`src/design/flash_guard_pkg.sv`:
```
// Constants, enumerations and helpers for the serial flash framing and
// protection logic. Assumes the including design runs on a single clk.
package flash_guard_pkg;
   localparam int ADDR_W        = 22;
   localparam int BLOCK_CNT     = 64;
   localparam int BLK_LSB       = 16;
   localparam int SEC_LSB       = 12;
   localparam int SEC_IN_BLK    = 16;
   localparam int OTP_ROW_SEL   = 9;
   localparam int OTP_ADDR_W    = 10;
   localparam logic [3:0] CODE_NONE    = 4'h0;
   localparam logic [3:0] CODE_MAX_PART = 4'h6;
   localparam logic [5:0] BLK_TOP      = 6'h3F;
   localparam logic [5:0] BLK_BOT      = 6'h00;
   localparam logic [7:0] CMD_LATCH_SET = 8'h06;
   localparam logic [7:0] CMD_WRDI  = 8'h04;
   localparam logic [7:0] CMD_READ  = 8'h03;
   localparam logic [7:0] CMD_FREAD = 8'h0B;
   localparam logic [7:0] CMD_RDSR  = 8'h05;
   localparam logic [7:0] CMD_RDID  = 8'h9F;
   localparam logic [7:0] CMD_PP    = 8'h02;
   localparam logic [7:0] CMD_SE    = 8'h20;
   localparam logic [7:0] CMD_BE32  = 8'h52;
   localparam logic [7:0] CMD_BE    = 8'hD8;
   localparam logic [7:0] CMD_CE1   = 8'h60;
   localparam logic [7:0] CMD_CE2   = 8'hC7;
   localparam logic [7:0] CMD_STATUS_WRITE = 8'h01;
   localparam logic [7:0] CMD_OTP_ENTER  = 8'hB1;
   localparam logic [7:0] CMD_OTP_EXIT   = 8'hC1;
   localparam logic [7:0] CMD_SEC_WRITE  = 8'h2F;
   localparam logic [7:0] CMD_QUAD_ENTER = 8'h35;
   localparam logic [7:0] CMD_QUAD_LEAVE = 8'hF5;
   localparam logic [7:0] CMD_NOP   = 8'h00;

   typedef enum logic [2:0] {
      OP_NONE, OP_PROG, OP_ERASE, OP_CHIP, OP_STATUS
   } op_type;

   // Protect decode: true when a block index falls in the protected range.
   function automatic logic block_guarded(input logic [3:0] code,
                                          input logic       bottom,
                                          input logic [5:0] blk);
      logic [6:0] span;
      span = 7'h00;
      if (code == CODE_NONE) begin
         return 1'b0;
      end
      if (code > CODE_MAX_PART) begin
         return 1'b1;
      end
      span = 7'(7'h01 << (code - 4'h1));
      if (bottom) begin
         return {1'b0, blk} < span;
      end
      return {1'b0, blk} >= 7'(7'h40 - span);
   endfunction
endpackage

```
`src/design/flash_lock_map.sv`:
```
// Lock granularity map: one lock bit per 4K sector in the two end blocks
// and one per 64K block elsewhere. Assumes a single clk domain.
`timescale 1ns/1ns
module flash_lock_map
   import flash_guard_pkg::*;
#(
   parameter int AW = flash_guard_pkg::ADDR_W
) (
   input  wire logic          clk,
   input  wire logic          rst,
   input  wire logic          lock_we,
   input  wire logic          lock_val,
   input  wire logic          lock_all,
   input  wire logic [AW-1:0] lock_addr,
   input  wire logic [AW-1:0] chk_addr,
   output logic               chk_locked
);
   logic [BLOCK_CNT-1:0]  blk_lock_r;
   logic [SEC_IN_BLK-1:0] bot_lock_r;
   logic [SEC_IN_BLK-1:0] top_lock_r;
   wire logic [5:0] wr_blk = lock_addr[AW-1:BLK_LSB];
   wire logic [3:0] wr_sec = lock_addr[BLK_LSB-1:SEC_LSB];
   wire logic [5:0] rd_blk = chk_addr[AW-1:BLK_LSB];
   wire logic [3:0] rd_sec = chk_addr[BLK_LSB-1:SEC_LSB];

   // End blocks resolve per sector, the rest per block.
   assign chk_locked = (rd_blk == BLK_BOT) ? bot_lock_r[rd_sec] :
                       (rd_blk == BLK_TOP) ? top_lock_r[rd_sec] :
                       blk_lock_r[rd_blk];

   // Gang commands set or clear every unit at once.
   always_ff @(posedge clk or posedge rst) begin
      if (rst) begin
         blk_lock_r <= '0;
         bot_lock_r <= '0;
         top_lock_r <= '0;
      end else if (lock_all) begin
         blk_lock_r <= {BLOCK_CNT{lock_val}};
         bot_lock_r <= {SEC_IN_BLK{lock_val}};
         top_lock_r <= {SEC_IN_BLK{lock_val}};
      end else if (lock_we) begin
         if (wr_blk == BLK_BOT) begin
            bot_lock_r[wr_sec] <= lock_val;
         end else if (wr_blk == BLK_TOP) begin
            top_lock_r[wr_sec] <= lock_val;
         end else begin
            blk_lock_r[wr_blk] <= lock_val;
         end
      end
   end
endmodule

```
`src/design/flash_guard.sv`:
```
// Command framing and protection core of a serial NOR flash. Samples the
// host's serial clock and select on clk, frames commands, and issues
// program/erase/OTP strobes to an array engine. Assumes the serial clock
// is at most an eighth of clk and that the engine reports busy.
`timescale 1ns/1ns
module flash_guard
   import flash_guard_pkg::*;
#(
   parameter int AW = flash_guard_pkg::ADDR_W
) (
   input  wire logic                  clk,
   input  wire logic                  rst,
   input  wire logic                  sclk,
   input  wire logic                  cs_n,
   input  wire logic [3:0]            sio_in,
   output logic [3:0]                 sio_out,
   output logic [3:0]                 sio_oe,
   input  wire logic                  wp_n,
   input  wire logic [3:0]            protect_code,
   input  wire logic                  protect_bottom,
   input  wire logic                  quad_lines_enable,
   input  wire logic                  factory_lock,
   input  wire logic                  engine_busy,
   input  wire logic [7:0]            status_byte,
   output logic                       op_start,
   output flash_guard_pkg::op_type    op_kind,
   output logic [AW-1:0]              op_addr,
   output logic                       op_otp,
   output logic                       write_latch_bit,
   output logic                       otp_mode,
   output logic                       quad_command_mode,
   output logic                       customer_lock,
   output logic [1:0]                 security_bits,
   output logic                       pin_write_guard,
   output logic                       active,
   output logic                       rejected
);
   typedef enum logic [1:0] {ST_IDLE, ST_CMD, ST_ADDR, ST_STANDBY}
      frame_type;

   // Two-flop synchronisers; only the second stage is read.
   logic [1:0] sclk_s_r, cs_s_r, wp_s_r;
   logic [3:0] sio_a_r, sio_b_r;
   logic       sclk_d_r, cs_d_r;
   always_ff @(posedge clk or posedge rst) begin
      if (rst) begin
         sclk_s_r <= 2'h0;
         cs_s_r   <= 2'h3;
         wp_s_r   <= 2'h3;
         sio_a_r  <= 4'h0;
         sio_b_r  <= 4'h0;
         sclk_d_r <= 1'b0;
         cs_d_r   <= 1'b1;
      end else begin
         sclk_s_r <= {sclk_s_r[0], sclk};
         cs_s_r   <= {cs_s_r[0], cs_n};
         wp_s_r   <= {wp_s_r[0], wp_n};
         sio_a_r  <= sio_in;
         sio_b_r  <= sio_a_r;
         sclk_d_r <= sclk_s_r[1];
         cs_d_r   <= cs_s_r[1];
      end
   end
   wire logic cs_low  = ~cs_s_r[1];
   wire logic sc_rise = sclk_s_r[1] & ~sclk_d_r;
   wire logic sc_fall = ~sclk_s_r[1] & sclk_d_r;
   wire logic cs_fall = ~cs_s_r[1] & cs_d_r;
   wire logic cs_rise = cs_s_r[1] & ~cs_d_r;

   // Framing state.
   frame_type   st_r, st_nxt;
   logic [7:0]  cmd_r;
   logic [31:0] shift_r;
   logic [5:0]  bits_r;
   logic [AW-1:0] addr_r;
   logic        known_r, rd_type_r, wr_type_r;
   logic        latch_r, otp_r, quad_r, cust_lock_r;
   logic [7:0]  out_r;
   logic        out_en_r;
   logic        rej_r;

   // One rising edge carries one bit, or four in quad command mode.
   wire logic [5:0] step = quad_r ? 6'h04 : 6'h01;
   wire logic [5:0] bits_nxt = 6'(bits_r + step);
   wire logic [31:0] shift_nxt = quad_r ? {shift_r[27:0], sio_b_r}
                                       : {shift_r[30:0], sio_b_r[0]};
   wire logic [7:0] cmd_in = shift_nxt[7:0];
   wire logic cmd_done = sc_rise && (st_r == ST_CMD) && (bits_nxt == 6'h08);
   wire logic addr_done = sc_rise && (st_r == ST_ADDR)
                          && (bits_nxt == 6'h20);
   wire logic on_byte = (bits_r[2:0] == 3'h0);

   // Command classification.
   function automatic logic needs_addr(input logic [7:0] c);
      return c == CMD_READ || c == CMD_FREAD || c == CMD_PP ||
             c == CMD_SE || c == CMD_BE32 || c == CMD_BE;
   endfunction
   function automatic logic is_read(input logic [7:0] c);
      return c == CMD_READ || c == CMD_FREAD || c == CMD_RDSR ||
             c == CMD_RDID;
   endfunction
   function automatic logic is_write(input logic [7:0] c);
      return c == CMD_LATCH_SET || c == CMD_WRDI || c == CMD_PP ||
             c == CMD_SE || c == CMD_BE32 || c == CMD_BE ||
             c == CMD_CE1 || c == CMD_CE2 || c == CMD_STATUS_WRITE ||
             c == CMD_OTP_ENTER || c == CMD_OTP_EXIT ||
             c == CMD_SEC_WRITE || c == CMD_QUAD_ENTER ||
             c == CMD_QUAD_LEAVE || c == CMD_NOP;
   endfunction
   // Quad enter is single-line only; quad exit is quad-only.
   wire logic cmd_known = is_read(cmd_in) ||
      (is_write(cmd_in) && !(cmd_in == CMD_QUAD_ENTER && quad_r) &&
       !(cmd_in == CMD_QUAD_LEAVE && !quad_r));

   // Protection checks on the captured target.
   wire logic lock_hit;
   flash_lock_map #(.AW(AW)) u_lock (
      .clk        (clk),
      .rst        (rst),
      .lock_we    (1'b0),
      .lock_val   (1'b0),
      .lock_all   (1'b0),
      .lock_addr  ('0),
      .chk_addr   (addr_r),
      .chk_locked (lock_hit)
   );
   wire logic [5:0] tgt_blk = addr_r[AW-1:BLK_LSB];
   wire logic area_guard = block_guarded(protect_code, protect_bottom,
                                         tgt_blk);
   wire logic otp_row_hi = addr_r[OTP_ROW_SEL];
   wire logic otp_row_locked = otp_row_hi ? factory_lock : cust_lock_r;
   wire logic chip_ok = (protect_code == CODE_NONE);
   wire logic is_prog = (cmd_r == CMD_PP);
   wire logic is_erase = (cmd_r == CMD_SE) || (cmd_r == CMD_BE32) ||
                         (cmd_r == CMD_BE);
   wire logic is_chip = (cmd_r == CMD_CE1) || (cmd_r == CMD_CE2);
   // In OTP mode the main array guard gives way to the row lock.
   wire logic target_ok = otp_r ?
                          (!otp_row_locked && is_prog) :
                          (!area_guard && !lock_hit);
   // A frame cut inside its address is refused, even on a byte boundary,
   // so that a stale captured address can never reach the engine.
   wire logic exec_ok = cs_rise && known_r && wr_type_r && on_byte &&
                        (st_r != ST_ADDR) && !engine_busy;
   wire logic mod_ok = exec_ok && latch_r;
   wire logic fire = mod_ok && ((is_prog || is_erase) ? target_ok :
                     is_chip ? (chip_ok && !otp_r) : 1'b0);

   // Frame sequencing.
   always_comb begin
      st_nxt = st_r;
      unique case (st_r)
         ST_IDLE:    if (cs_fall) st_nxt = ST_CMD;
         ST_CMD:     if (cmd_done) begin
                        st_nxt = !cmd_known ? ST_STANDBY :
                                 needs_addr(cmd_in) ? ST_ADDR : ST_CMD;
                     end
         ST_ADDR:    if (addr_done) st_nxt = ST_CMD;
         ST_STANDBY: st_nxt = ST_STANDBY;
      endcase
      if (!cs_low && st_r != ST_IDLE) begin
         st_nxt = ST_IDLE;
      end
      if (cs_fall) begin
         st_nxt = ST_CMD;
      end
   end

   always_ff @(posedge clk or posedge rst) begin
      if (rst) begin
         st_r <= ST_IDLE;
         bits_r <= 6'h00;
         shift_r <= 32'h0;
      end else begin
         st_r <= st_nxt;
         if (cs_fall) begin
            bits_r <= 6'h00;
         end else if (sc_rise && st_r != ST_STANDBY && cs_low) begin
            bits_r  <= bits_nxt;
            shift_r <= shift_nxt;
         end
      end
   end

   // Command and address capture.
   always_ff @(posedge clk or posedge rst) begin
      if (rst) begin
         cmd_r <= 8'h00;
         addr_r <= '0;
         known_r <= 1'b0;
         rd_type_r <= 1'b0;
         wr_type_r <= 1'b0;
      end else if (cs_fall) begin
         known_r <= 1'b0;
      end else if (cmd_done && !known_r) begin
         cmd_r <= cmd_in;
         known_r <= cmd_known;
         rd_type_r <= is_read(cmd_in);
         wr_type_r <= is_write(cmd_in);
      end else if (addr_done) begin
         addr_r <= shift_nxt[AW-1:0];
         wr_type_r <= !is_read(cmd_r);
      end
   end

   // Mode and latch flags; the latch drops after each modifying command.
   always_ff @(posedge clk or posedge rst) begin
      if (rst) begin
         latch_r <= 1'b0;
         otp_r <= 1'b0;
         quad_r <= 1'b0;
         cust_lock_r <= 1'b0;
      end else if (exec_ok) begin
         unique case (cmd_r)
            CMD_LATCH_SET:  latch_r <= 1'b1;
            CMD_WRDI:       latch_r <= 1'b0;
            CMD_OTP_ENTER:  otp_r <= 1'b1;
            CMD_OTP_EXIT:   otp_r <= 1'b0;
            CMD_QUAD_ENTER: quad_r <= 1'b1;
            CMD_QUAD_LEAVE: quad_r <= 1'b0;
            CMD_SEC_WRITE:  if (latch_r) begin
                               cust_lock_r <= 1'b1;
                               latch_r <= 1'b0;
                            end
            default:        if (latch_r && cmd_r != CMD_NOP) latch_r <= 1'b0;
         endcase
      end
   end

   // Output shifting on falling edges; only the status read (CMD_RDSR) drives data.
   always_ff @(posedge clk or posedge rst) begin
      if (rst) begin
         out_r <= 8'h00;
         out_en_r <= 1'b0;
      end else if (!cs_low || st_r == ST_STANDBY) begin
         out_en_r <= 1'b0;
      end else if (known_r && rd_type_r && cmd_r == CMD_RDSR &&
                   sc_fall && bits_r == 6'h08) begin
         out_r <= status_byte;
         out_en_r <= 1'b1;
      end else if (out_en_r && sc_fall) begin
         out_r <= {out_r[6:0], out_r[7]};
      end
   end

   // Result strobe to the array engine.
   always_ff @(posedge clk or posedge rst) begin
      if (rst) begin
         op_start <= 1'b0;
         op_kind <= OP_NONE;
         op_addr <= '0;
         op_otp <= 1'b0;
         rej_r <= 1'b0;
      end else begin
         op_start <= fire;
         rej_r <= cs_rise && known_r && wr_type_r && !exec_ok;
         if (fire) begin
            op_kind <= is_prog ? OP_PROG : is_erase ? OP_ERASE : OP_CHIP;
            op_addr <= otp_r ? AW'(addr_r[OTP_ADDR_W-1:0]) : addr_r;
            op_otp <= otp_r;
         end
      end
   end

   assign sio_out = {3'h0, out_r[7]};
   assign sio_oe = {3'h0, out_en_r};
   assign write_latch_bit = latch_r;
   assign otp_mode = otp_r;
   assign quad_command_mode = quad_r;
   assign customer_lock = cust_lock_r;
   assign security_bits = {cust_lock_r, factory_lock};
   // The pin guard stands aside in quad lines or quad command mode. The
   // pin is read through its synchroniser, so the guard lags it by two.
   assign pin_write_guard = ~wp_s_r[1] & ~quad_lines_enable &
                            ~quad_r;
   assign active = (st_r == ST_CMD) || (st_r == ST_ADDR);
   assign rejected = rej_r;

   a_chip_gate: assert property (@(posedge clk) disable iff (rst)
      op_start && op_kind == OP_CHIP |-> $past(protect_code) == CODE_NONE)
      else $error("chip erase with protect code set");
   a_guard_top: assert property (@(posedge clk) disable iff (rst)
      op_start && !op_otp && !$past(protect_bottom) &&
      $past(protect_code) == 4'h1 |-> op_addr[AW-1:BLK_LSB] != BLK_TOP)
      else $error("top block not guarded");
   a_guard_bot: assert property (@(posedge clk) disable iff (rst)
      op_start && !op_otp && $past(protect_bottom) &&
      $past(protect_code) == 4'h6 |-> op_addr[AW-1] == 1'b1)
      else $error("low half not guarded");
   a_guard_all: assert property (@(posedge clk) disable iff (rst)
      op_start && !op_otp |-> $past(protect_code) <= CODE_MAX_PART)
      else $error("fully guarded array modified");
   a_latch_need: assert property (@(posedge clk) disable iff (rst)
      op_start |-> $past(latch_r))
      else $error("modify without write latch");
   a_busy_ignore: assert property (@(posedge clk) disable iff (rst)
      op_start |-> !$past(engine_busy))
      else $error("start while busy");
   a_otp_row: assert property (@(posedge clk) disable iff (rst)
      op_start && op_otp && op_addr[OTP_ROW_SEL] |-> !$past(factory_lock))
      else $error("locked factory row changed");
   a_standby_off: assert property (@(posedge clk) disable iff (rst)
      st_r == ST_STANDBY |=> !out_en_r)
      else $error("output on in standby");
   a_pin_quad: assert property (@(posedge clk) disable iff (rst)
      quad_r |-> !pin_write_guard)
      else $error("pin guard active in quad mode");
endmodule

```
`config.mk`:
```
export PLATFORM = sky130hd
export DESIGN_NAME = flash_guard
export DESIGN_NICKNAME = d
export VERILOG_FILES = /design/src/design/flash_guard_pkg.sv /design/src/design/flash_lock_map.sv /design/src/design/flash_guard.sv
export SDC_FILE = /design/constraint.sdc
export NUM_CORES = 1
export LEC_CHECK = 0
export BUFFER_PORTS_ARGS = -buffer_cell sky130_fd_sc_hd__clkbuf_2
export CORE_MARGIN = 8
export CORE_UTILIZATION = 25
export CTS_CLUSTER_DIAMETER = 80
export DETAILED_ROUTE_END_ITERATION = 10
export PLACE_DENSITY_LB_ADDON = 0.25
export SYNTH_ARGS = -nofsm -noshare
export SYNTH_HDL_FRONTEND = slang
export SYNTH_HIERARCHICAL = 1
export SYNTH_SLANG_ARGS = --single-unit
```
`constraint.sdc`:
```
create_clock -name clk -period 9.8 [get_ports clk]
set_input_delay 0.98 -clock clk [delete_from_list [all_inputs] [get_ports clk]]
set_output_delay 0.98 -clock clk [all_outputs]
set_load 0.05 [all_outputs]
```
==> results of run 1 <==
==> final timing paths <==
kind                                 start  slack (ns)                   end  depth (start not counted)
max                        protect_code[0]        5.39            op_kind[0]                         14
min                             sio_a_r[2]        0.35            sio_b_r[2]                          0
max reg2reg                     addr_r[17]        5.94            op_addr[8]                          9
min reg2reg                     sio_a_r[2]        0.35            sio_b_r[2]                          0
max in group asynchronous              rst        7.87     quad_command_mode                          3
min in group asynchronous              rst        0.46  u_lock/bot_lock_r[6]                          2
==> power breakdown <==
part           internal [µW]  total, µW  switching [µW]
clock network            614       1010             395
logic                    177        422             245
registers                988       1100             110
total                   1780       2530             750
==> kinds of logic after synthesis <==
logic type               count (synthesis)  synth area share [%]
AO/OA/AOI/OAI                          235                 12.25
flip-flops                             214                 46.13
other                                    1               0.03227
AND/OR/NAND/NOR                        301                 13.39
buffers and inverters                  105                 4.522
XOR/XNOR                                 8                0.6028
adder cells (fa/ha/maj)                 20                 2.153
multiplexers                           191                 20.92
==> sequential cells by signal, summed over array words and instances, names as in the netlist, 2 cells and up <==
register and flops:
u_lock/blk_lock_r 64, op_addr 22, u_lock/top_lock_r 16, st_r 2, bits_r 6, out_r 8
cmd_r 8, sio_b_r 4, wp_s_r 2, addr_r 22, op_kind 2, shift_r 21
u_lock/bot_lock_r 16, sclk_s_r 2, cs_s_r 2, sio_a_r 4
==> per-stage QoR <==
| stage | std cells | hold WS (ns) | cell area (µm²) | setup WS [ns] | power (µW) |
|---|---|---|---|---|---|
| 6_report | 1781 | 0.3456 | 13480 | 5.390 | 2529 |
| 3_3_place_gp | 1731 | 0.3362 | 12570 | 4.967 | 1522 |
| 2_1_floorplan | 1138 | 0.3312 | 11860 | 5.620 | 1426 |
| 5_1_grt | 1781 | 0.3572 | 13480 | 5.188 | 2671 |
| 3_5_place_dp | 1731 | 0.3364 | 12570 | 4.878 | 1526 |
| 4_1_cts | 1781 | 0.3464 | 13480 | 5.438 | 2558 |
==> metal layers <==
metal  wire, µm  vias up  track usage [%]
li1           -     4001                -
met3        945       38            1.614
met5          0        -                0
met2      14020      104            17.77
met4        552        0            2.341
met1      13650     4047            14.19
==> synthesized netlist by cell type, types with 20 or more instances <==
master / instances / share of area [%]
o21ai_0: 21 / 0.90
dfrtp_1: 209 / 45
a21oi_1: 130 / 5.6
mux2i_1: 42 / 3.6
nor2b_1: 25 / 1.3
nor2_1: 120 / 3.9
inv_1: 22 / 0.71
clkbuf_1: 38 / 1.2
nand2_1: 40 / 1.3
mux2_2: 42 / 4.1
mux2_1: 69 / 6.7
ha_1: 20 / 2.2
==> cell type report <==
cell class / count / area share (%)
tap: 607 / 5.633
clock inverter: 18 / 1.355
timing repair buffer: 69 / 2.710
sequential: 214 / 39.77
inverter: 22 / 0.6403
multi-input combinational: 819 / 44.44
clock buffer: 32 / 5.447
==> worst max-delay path, cell delays in order <==
cell,delay [ns]
clkbuf_2,0.26
nor2_1,0.08
ha_1,0.38
nor2_1,0.24
nand3b_1,0.15
ha_1,0.28
xnor2_1,0.16
ha_1,0.28
nor3_1,0.04
or3_1,0.34
a211o_1,0.26
o22ai_1,0.16
or2_2,0.79
mux2_2,0.41
==> impl_results.md, run 1 <==
* Post-synth ARST share at 100.0%
* Initial antenna violation count at 0
* CTS tree: yes
* Top_reg_cell synth: dfrtp_1
* DP HPWL at roughly 19 mm
* Clock-pin slew on the worst setup and hold paths at ~0.06 ns
* Required @ worst endpoint at 10.21 ns
* Routed len/inst at about 16 µm
* Max transition margin at about a third
* Filler instances at 4,827
* Final setup vio count at 0
* Most common cell after layout, fill and taps aside: dfrtp_1
* Port Buffers at 61
* Pwr per Cell Area at roughly 190 mW/mm²
* Die width at 231.6 µm
* Final wirelength at 29.17 mm
* Clk_lat worst skew at between 0.5 and 0.6 ns
* RSZ-0062 raised after global routing: false
* Yosys Warn Count at 6
* Core area at 0.04626 mm²
* Min cycle time layout at approximately 4.4 ns
* CTS resizes at 0
* Startpoint Class: input pin
* Commonest cells after routing, fill and taps aside: dfrtp_1, a21oi_1, nor2_1
* GRT Overall Usage at 10.56%
* Final Skew at about 0.024 ns
* Root Buffer: clkbuf_16
* Final period util at 45.00%
* Layout cells sized above 1 at between 10% and 20%
* Final setup TNS at 0 ns
* Number of synthesized register bits at 214
* Number of global-route vias before repair at ~8,300
* Drt first pass iters at 4
* Max-slew violation count at 0
* Worst VDD drop at between 0.1 and 0.15 mV
* First-pass GRT wire length at between 40 and 50 mm
* Via Count at around 8,200
* CP endpoint kind: register
* # diodes at 0
* Min-Delay Path Class: reg2reg
* DR vias/cell at 4.599
* Largest net degree at the start of global routing at 83
* Sink Count at approximately 210
* Worst-path maximum fanout at 26
* Crit path kind: in2reg
* Gr ovfl total at 0
* Setup bufs post-CTS at 0
* Total of max-cap violations at 0
* Nets at 1,198
* Worst EP arrival at roughly 4.8 ns
* Final hold violation count at 0
* # hold bufs at CTS at 0
* Row count at 79
* Cell leakage power at 0.005744 µW
* IO Pins at 69
* Placer Congestion at about 0.77
* Register area share after synthesis at a little under half
* Area grow syn2layout at 16.01%
* Initial core utilization at between 20% and 30%
* Reg area at ~0.0054 mm²
* Residual DRC at 0
* Measured slew at the worst slew-check pin at ~1.0 ns
* Outcome: finished, final reports clean
* Initial drt markers at approximately 620
* Post-Route Utilization at 29.15%
* Max Root-Sink Buffers at 3
* Netlist cell types at 80
* Area occupied by multi-input gates at around 0.006 mm²
* Syn Inst Count at between 1,000 and 1,500
* Cell Area, Synth at approximately 0.012 mm²
* Syn Area/Cell at about 11 µm²
* Post-synth EDFFs at 0
* Die Y at approximately 230 µm
* H-tree depth at 1
* DIE AREA at approximately 0.054 mm²
* FMAX at 226.7 MHz
* Final ANT Viol Nets at 0
* Num CTS Buffers at 27
Power figures use the tool's default switching activity.
==> inputs of run 2 (changes only) <==
--- a/config.mk
+++ b/config.mk
@@ -5,6 +5,7 @@
 export SDC_FILE = /design/constraint.sdc
 export NUM_CORES = 1
 export LEC_CHECK = 0
+export ABC_AREA = 1
 export BUFFER_PORTS_ARGS = -buffer_cell sky130_fd_sc_hd__clkbuf_2
 export CORE_MARGIN = 8
 export CORE_UTILIZATION = 25
==> constraint.sdc (replaced) <==
create_clock -name clk -period 3.6 [get_ports clk]
set_input_delay 0.36 -clock clk [delete_from_list [all_inputs] [get_ports clk]]
set_output_delay 0.36 -clock clk [all_outputs]
set_load 0.05 [all_outputs]
==> run 2 against run 1 <==
  * Global-route usage grew 1.4 points
  * Largest cell class unchanged
  * Sequential share of layout area shrank 1.1 points
  * Synthesized area grew 1.8%
  * Clock-buffer cell count grew 2
  * Via count grew 23%
  * Register-to-register slack lost 5.3 ns
  * Final cell count grew 29%
  * Non-clock buffer count grew 18
  * Flip-flop and latch count is the same
  * Highest routed layer unchanged
  * Utilization grew 0.58 points
  * Power grew to 2.5 times the previous value
  * First-iteration DRC count grew 7.1%
==> impl_results.md, run 2 <==
* Initial drt markers at 668 (was 624)
* Synth top cells by count: nand2_1, dfrtp_1, inv_1 (was dfrtp_1, a21oi_1, nor2_1)
* Slowest CP cell: inv_1 (was or2_2)
* Max FFs per register at 64 (unchanged)
* Measured slew at the worst slew-check pin at 0.8310 ns (was 1.017 ns)
* Leading area contributor after synthesis: dfrtp_1 (unchanged)
* Clock-pin slew on the worst setup and hold paths at 0.06 ns (about the same)
* Root Buffer: clkbuf_16 (unchanged)
* Netlist cell types at 54 (was 80)
* Num CTS Buffers at 27 (unchanged)
* Most common cell in the netlist: nand2_1 (was dfrtp_1)
* Largest cells by area after synthesis: dfrtp_1, nand2_1, inv_1 (was dfrtp_1, mux2_1, a21oi_1)
* Port Buffers at 61 (unchanged)
* Routing usage on met2 at 20.44% (was 17.77%)
* Cell mode on critical path: nand2_1 (was ha_1)
* Syn Area/Cell at 7.562 µm² (was 10.81 µm²)
* Final total power at 6418 µW (was 2529 µW)
* Sink Count at 214 (unchanged)
* RSZ-0062 raised after global routing: false (unchanged)
* Initial core utilization at 25.36% (was 25.12%)
* Routed len/inst at 14.09 µm (was 16.38 µm)
* Placer Congestion at 0.8256 (was 0.7715)
* Worst EP arrival at 3.47 ns (was 4.82 ns)
* GRT Overall Usage at 11.94% (was 10.56%)
* Min cycle time layout at between 2 and 3 ns
* Clk pwr share at 41.2% (was 39.9%)
* H-tree depth at 1 (unchanged)
* Max transition margin at 44.01% (was 32.22%)
* Total of max-cap violations at 0 (unchanged)
* Core area at 0.04665 mm² (was 0.04626 mm²)
* Worst R2R Start: addr_r[16] (was addr_r[17])
* Final wirelength at 32.34 mm (was 29.17 mm)
* # diodes at 0 (unchanged)
* Top Registers: u_lock/blk_lock_r: 64 flops, addr_r: 22 flops, op_addr: 22 flops (unchanged)
* Cell Area, Synth at 0.01183 mm² (was 0.01162 mm²)
* Final period util at between 80% and 90%
* Commonest cells after routing, fill and taps aside: nand2_1, dfrtp_1, inv_1 (was dfrtp_1, a21oi_1, nor2_1)
* Pwr per Cell Area at 462.7 mW/mm² (was 187.6 mW/mm²)
* Layout cells sized above 1 at 12.32% (was 18.48%)
* Number of global-route vias before repair at 10,044 (was 8,260)
* HP Start: status_byte[4] (was sio_a_r[2])
* Max Root-Sink Buffers at 3 (unchanged)
* Worst VDD drop at 0.3687 mV (was 0.1337 mV)
* Worst-path maximum fanout at 28 (was 26)
* Yosys Warn Count at 6 (unchanged)
* Sw Ratio at 29.75% (was 29.64%)
* Area grow syn2layout at 17.21% (was 16.01%)
* Final setup vio count at 0 (unchanged)
* Crit-path cells: inv_1, buf_12, nand2_1, nand3_1, o21ai_0, nand2_1, nand2_1, nor2_1, nor2_1, nor2_1, nand3_1, nand2_1, nand2_1, nor2_1, nand2_1, nand2_2, nand2_4, inv_2, nand2_1, nand2_1 (was clkbuf_2, nor2_1, ha_1, nor2_1, nand3b_1, ha_1, xnor2_1, ha_1, nor3_1, or3_1, a211o_1, o22ai_1, or2_2, mux2_2)
* First-pass GRT wire length at 53.46 mm (was 46.56 mm)
* Area share of the largest cell type after synthesis at 44.20% (was 45.00%)
* Min-Delay Path Class: in2reg (was reg2reg)
* DR vias/cell at 4.385 (was 4.599)
* Row count at 79 (unchanged)
* IO Pins at 69 (unchanged)
* Syn Inst Count at 1,565 (was 1,075)
* Most common cell after layout, fill and taps aside: nand2_1 (was dfrtp_1)
* GRT busiest layer: met2 (unchanged)
* FMAX at 335.1 MHz
* Critical Path Start: addr_r[16] (was protect_code[0])
* CP endpoint kind: register (unchanged)
* Sw Pwr at 1909 µW (was 749.7 µW)
* Initial antenna violation count at 0 (unchanged)
* Top_reg_cell synth: dfrtp_1 (unchanged)
* Filler instances at 5,065 (was 4,827)
* Via Count at 10,063 (was 8,190)
* Final Skew at 0.01457 ns (was 0.02372 ns)
* Final ANT Viol Nets at 0 (unchanged)
* Cell leakage power at 0.006814 µW (was 0.005744 µW)
* Outcome: finished, final reports clean (unchanged)
* Post-synth ARST share at 100.0% (unchanged)
* Gr ovfl total at 0 (unchanged)
* M1 GR Usage at 15.45% (was 14.19%)
* Final setup TNS at 0 ns (unchanged)
* Largest net degree at the start of global routing at 60 (was 83)
* Global routing usage on met3 at 1.941% (was 1.614%)
* Final hold violation count at 0 (unchanged)
* Crit path kind: reg2reg (was in2reg)
* Reg with most FFs: u_lock/blk_lock_r (unchanged)
* Clk_lat worst skew at 0.55 ns (was 0.54 ns)
* Critical Path Max Stage Delay at 0.46 ns (was 0.79 ns)
* Post-Route Utilization at 29.73% (was 29.15%)
* Setup bufs post-CTS at 0 (unchanged)
* CTS resizes at 0 (unchanged)
* Max-slew violation count at 0 (unchanged)
* Internal at 4509 µW (was 1780 µW)
* Startpoint Class: register (was input pin)
* Gate power share at 16.2% (was 16.7%)
* Nets at 1,716 (was 1,198)
* Post-synth EDFFs at 0 (unchanged)
* CTS tree: yes (unchanged)
* Required @ worst endpoint at 4.09 ns (was 10.21 ns)
* DIE AREA at 0.05455 mm² (was 0.05365 mm²)
* Number of synthesized register bits at 214 (unchanged)
* Die Y at 233.6 µm (was 231.6 µm)
* Sequential power share at 42.6% (was 43.4%)
* Die width at 233.6 µm (was 231.6 µm)
* DP HPWL at 22.71 mm (was 19.41 mm)
* Register area share after synthesis at 45.31% (was 46.13%)
* Residual DRC at 0 (unchanged)
* Drt first pass iters at 5 (was 4)
[run 2: changes by cell type in the layout (fill, tap and decap cells not counted), sizes merged, moves of 42 or more]
| cell | before | now |
|---|---|---|
| o21ai | 30 | 179 |
| nand3 | 18 | 66 |
| mux2 | 128 | 20 |
| inv | 22 | 224 |
| mux2i | 43 | 1 |
| nand2 | 40 | 393 |
[run 2: layout make-up]
type | instances | area [µm²] | area share, %
multi-input cells | 1115 | 5494 | 39.61
flip-flops and latches | 214 | 5361 | 38.65
inverters | 226 | 858.3 | 6.188
well taps | 607 | 759.5 | 5.475
clock buffers | 34 | 732.0 | 5.277
repair buffers | 87 | 545.5 | 3.933
clock inverters | 12 | 120.1 | 0.8660
[run 2: through the flow]
stage               worst slack, ns  std cells  hold slack (ns)  cell area (µm²)
floorplan                    0.1192       1625           0.3312            12060
global placement             0.1157       2241           0.3325            12940
detailed placement          0.03112       2241           0.3355            12940
CTS                          0.5729       2295           0.1387            13870
global route                 0.1870       2295           0.1581            13870
finish                       0.6157       2295           0.1646            13870
[run 2: worst paths after layout]
kind / end / depth (start not counted) / slack (ns)
min reg2reg: sclk_s_r[1] / 0 / 0.35
min in group asynchronous: shift_r[15] / 3 / 0.55
min: out_r[4] / 3 / 0.16
max in group asynchronous: u_lock/blk_lock_r[18] / 4 / 2.23
max: op_addr[3] / 20 / 0.62
max reg2reg: op_addr[3] / 20 / 0.62
[run 2: kinds of logic after synthesis]
family | after synthesis | share of synthesized area, %
AND/OR/NAND/NOR | 688 | 25.18
AO/OA/AOI/OAI | 318 | 14.66
buffers and inverters | 296 | 10.19
flip-flops | 214 | 45.31
multiplexers | 21 | 1.988
adder cells (fa/ha/maj) | 20 | 2.115
XOR/XNOR | 7 | 0.5181
other | 1 | 0.03169
[run 2: power by group through the flow]
stage                     clock network, µW  logic, µW  registers, µW
after detailed placement                  0       1000           2780
after global placement                    0        995           2770
after global routing                   2820       1200           2770
after floorplan                           0        805           2750
after CTS                              2730       1010           2740
final                                  2640       1040           2740
[run 2: worst max-delay path, delay by kind of cell (launching register included)]
kind                   cells  cell delay, ns
AO/OA/AOI/OAI              1            0.13
flip-flops                 1            0.38
buffers and inverters      3            0.89
AND/OR/NAND/NOR           16            1.51
[run 2: layer usage]
layer / routed length [µm] / share of wire (%)
met5: 0 / 0
met4: 697 / 2.2
met3: 1390 / 4.3
met2: 15290 / 47
met1: 14960 / 46
[run 2: what timing repair did]
| action | 4_1_cts | 5_1_grt |
|---|---|---|
| endpoints found under the hold margin | 13 | 0 |
| endpoints found under the setup margin | 0 | 0 |
| hold buffers | 8 | 0 |
==> inputs of run 3 (changes only) <==
==> constraint.sdc (replaced) <==
create_clock -name clk -period 2.57 [get_ports clk]
set_input_delay 0.257 -clock clk [delete_from_list [all_inputs] [get_ports clk]]
set_output_delay 0.257 -clock clk [all_outputs]
set_load 0.05 [all_outputs]
==> run 3 against run 2 <==
  * Die area stayed put
  * First-iteration DRC count is 15% lower
  * Largest cell class unchanged
  * Hold slack worse by 0.095 ns
  * Clock-buffer cell count is 10 higher
  * Via count is 1.9% higher
  * Flip-flop and latch count stayed put
  * Highest routed layer unchanged
  * Sequential share of layout area is 1.8 points lower
  * Critical path depth is 5 higher
  * Global-route usage is 0.21 points higher
  * Combinational power is 48% higher
==> impl_results.md, run 3 (synthesis results as in run 2) <==
* Worst VDD drop at 0.6023 mV (was 0.3687 mV)
* Drt first pass iters at 5 (unchanged)
* FMAX at between 400 and 500 MHz
* Die width at 233.6 µm (unchanged)
* Cell leakage power at 0.007119 µW (was 0.006814 µW)
* Min-Delay Path Class: in2reg (unchanged)
* First-pass GRT wire length at 54.45 mm (was 53.46 mm)
* Final period util at roughly nine tenths
* Worst EP arrival at 2.81 ns (was 3.47 ns)
* Startpoint Class: input pin (was register)
* Clk pwr share at 43.2% (was 41.2%)
* Final wirelength at 33.20 mm (was 32.34 mm)
* Max FFs per register at 64 (unchanged)
* Number of global-route vias before repair at 10,427 (was 10,044)
* Gate power share at 16.3% (was 16.2%)
* Total of max-cap violations at 0 (unchanged)
* Measured slew at the worst slew-check pin at 0.7116 ns (was 0.8310 ns)
* Initial core utilization at 25.36% (unchanged)
* Max-slew violation count at 0 (unchanged)
* Commonest cells after routing, fill and taps aside: nand2_1, dfrtp_1, inv_1 (unchanged)
* HP Start: status_byte[4] (unchanged)
* Reg with most FFs: u_lock/blk_lock_r (unchanged)
* Layout cells sized above 1 at 16.03% (was 12.32%)
* Row count at 79 (unchanged)
* DP HPWL at 23.40 mm (was 22.71 mm)
* H-tree depth at 1 (unchanged)
* Worst-path maximum fanout at 15 (was 28)
* CP endpoint kind: register (unchanged)
* Final ANT Viol Nets at 0 (unchanged)
* Die Y at 233.6 µm (unchanged)
* Critical Path Max Stage Delay at 0.31 ns (was 0.46 ns)
* Placer Congestion at 0.8458 (was 0.8256)
* Area grow syn2layout at 22.95% (was 17.21%)
* Slowest CP cell: ha_1 (was inv_1)
* Final setup vio count at 0 (unchanged)
* Most common cell after layout, fill and taps aside: nand2_1 (unchanged)
* Post-route insts no fill at 2,347 (was 2,295)
* Clock-pin slew on the worst setup and hold paths at 0.06 ns (about the same)
* Outcome: finished, final reports clean (unchanged)
* Post-Route Utilization at 31.19% (was 29.73%)
* Nets at 1,764 (was 1,716)
* Root Buffer: clkbuf_16 (unchanged)
* Sink Count at 214 (unchanged)
* Largest net degree at the start of global routing at 57 (was 60)
* Via Count at 10,250 (was 10,063)
* Num CTS Buffers at 28 (was 27)
* Crit path kind: in2reg (was reg2reg)
* CTS tree: yes (unchanged)
* Final Skew at 0.01117 ns (was 0.01457 ns)
* RSZ-0062 raised after global routing: false (unchanged)
* Port Buffers at 61 (unchanged)
* Max Root-Sink Buffers at 3 (unchanged)
* Worst R2R Start: addr_r[16] (unchanged)
* Gr ovfl total at 0 (unchanged)
* DR vias/cell at 4.367 (was 4.385)
* Final hold violation count at 0 (unchanged)
* GRT Overall Usage at 12.15% (was 11.94%)
* Required @ worst endpoint at 3.02 ns (was 4.09 ns)
* Cells after DPL at 2,283 (was 2,241)
* Max transition margin at 52.46% (was 44.01%)
* Initial drt markers at 567 (was 668)
* DIE AREA at 0.05455 mm² (unchanged)
* Routed len/inst at 14.15 µm (was 14.09 µm)
* Top Registers: u_lock/blk_lock_r: 64 flops, addr_r: 22 flops, op_addr: 22 flops (unchanged)
* Internal at 6735 µW (was 4509 µW)
* Residual DRC at 0 (unchanged)
* Initial antenna violation count at 0 (unchanged)
* Min cycle time layout at between 2 and 2.5 ns
* Critical Path Start: protect_code[1] (was addr_r[16])
* Core area at 0.04665 mm² (unchanged)
* Sw Ratio at 28.80% (was 29.75%)
* Pwr per Cell Area at 650.1 mW/mm² (was 462.7 mW/mm²)
* Sequential power share at 40.5% (was 42.6%)
* IO Pins at 69 (unchanged)
* Clk_lat worst skew at 0.55 ns (about the same)
* Sw Pwr at 2725 µW (was 1909 µW)
* Cell mode on critical path: nand2_1 (unchanged)
* # diodes at 0 (unchanged)
[run 3: layer usage]
layer	global-route usage, %	vias to the layer above	part of all wire (%)
met2	20.52	138	47
met1	16.10	4796	47
met4	3.029	0	1.8
met5	0	-	0
met3	1.868	44	3.8
li1	-	5272	-
[run 3: worst paths after layout]
| check | depth (start not counted) | end | slack (ns) |
|---|---|---|---|
| worst max-delay path | 25 | op_otp | 0.21 |
| worst min-delay path | 3 | out_r[4] | 0.07 |
| worst max register to register | 20 | op_otp | 0.25 |
| worst min register to register | 0 | sio_b_r[3] | 0.35 |
| max in group asynchronous | 4 | u_lock/blk_lock_r[56] | 1.36 |
| min in group asynchronous | 3 | op_addr[21] | 0.37 |
[run 3: critical path, delay by kind of cell]
family,cells,cell delay (ns)
buf+inv,5,0.43
xor+xnor,1,0.16
simple gates,16,1.19
fa+ha+maj,3,0.74
[run 3: layout make-up]
type / count / area [µm²]
tap: 607 / 759.5
clock inverter: 7 / 116.4
multi-input combinational: 1116 / 5619
inverter: 226 / 870.8
fill: 5030 / 32100
timing repair buffer: 133 / 968.4
sequential: 214 / 5364
clock buffer: 44 / 852.1
[run 3: power groups by stage]
stage	clock network (µW)	logic, µW	registers, µW
5_1_grt	4340	1780	3870
2_1_floorplan	0	1130	3850
3_5_place_dp	0	1470	3890
6_report	4080	1540	3830
4_1_cts	4210	1480	3830
3_3_place_gp	0	1450	3890
[run 3: stage by stage]
stage | hold slack, ns | power (µW) | instance area (µm²) | setup slack [ns] | TNS (ns)
2_1_floorplan | 0.2615 | 4983 | 12140 | -0.01261 | -0.2441
3_5_place_dp | 0.3402 | 5359 | 13330 | -0.4346 | -10.47
5_1_grt | 0.06954 | 9997 | 14550 | 0.008418 | 0
6_report | 0.06979 | 9460 | 14550 | 0.2102 | 0
4_1_cts | 0.04697 | 9524 | 14380 | 0.05360 | 0
3_3_place_gp | 0.3339 | 5336 | 13330 | -0.3766 | -8.968
[run 3: what timing repair did]
item                                    CTS  global route
resized for setup                         0            31
hold endpoints to repair                 54             0
hold buffers                              8             0
setup buffers                             0             3
endpoints found under the setup margin    0            49
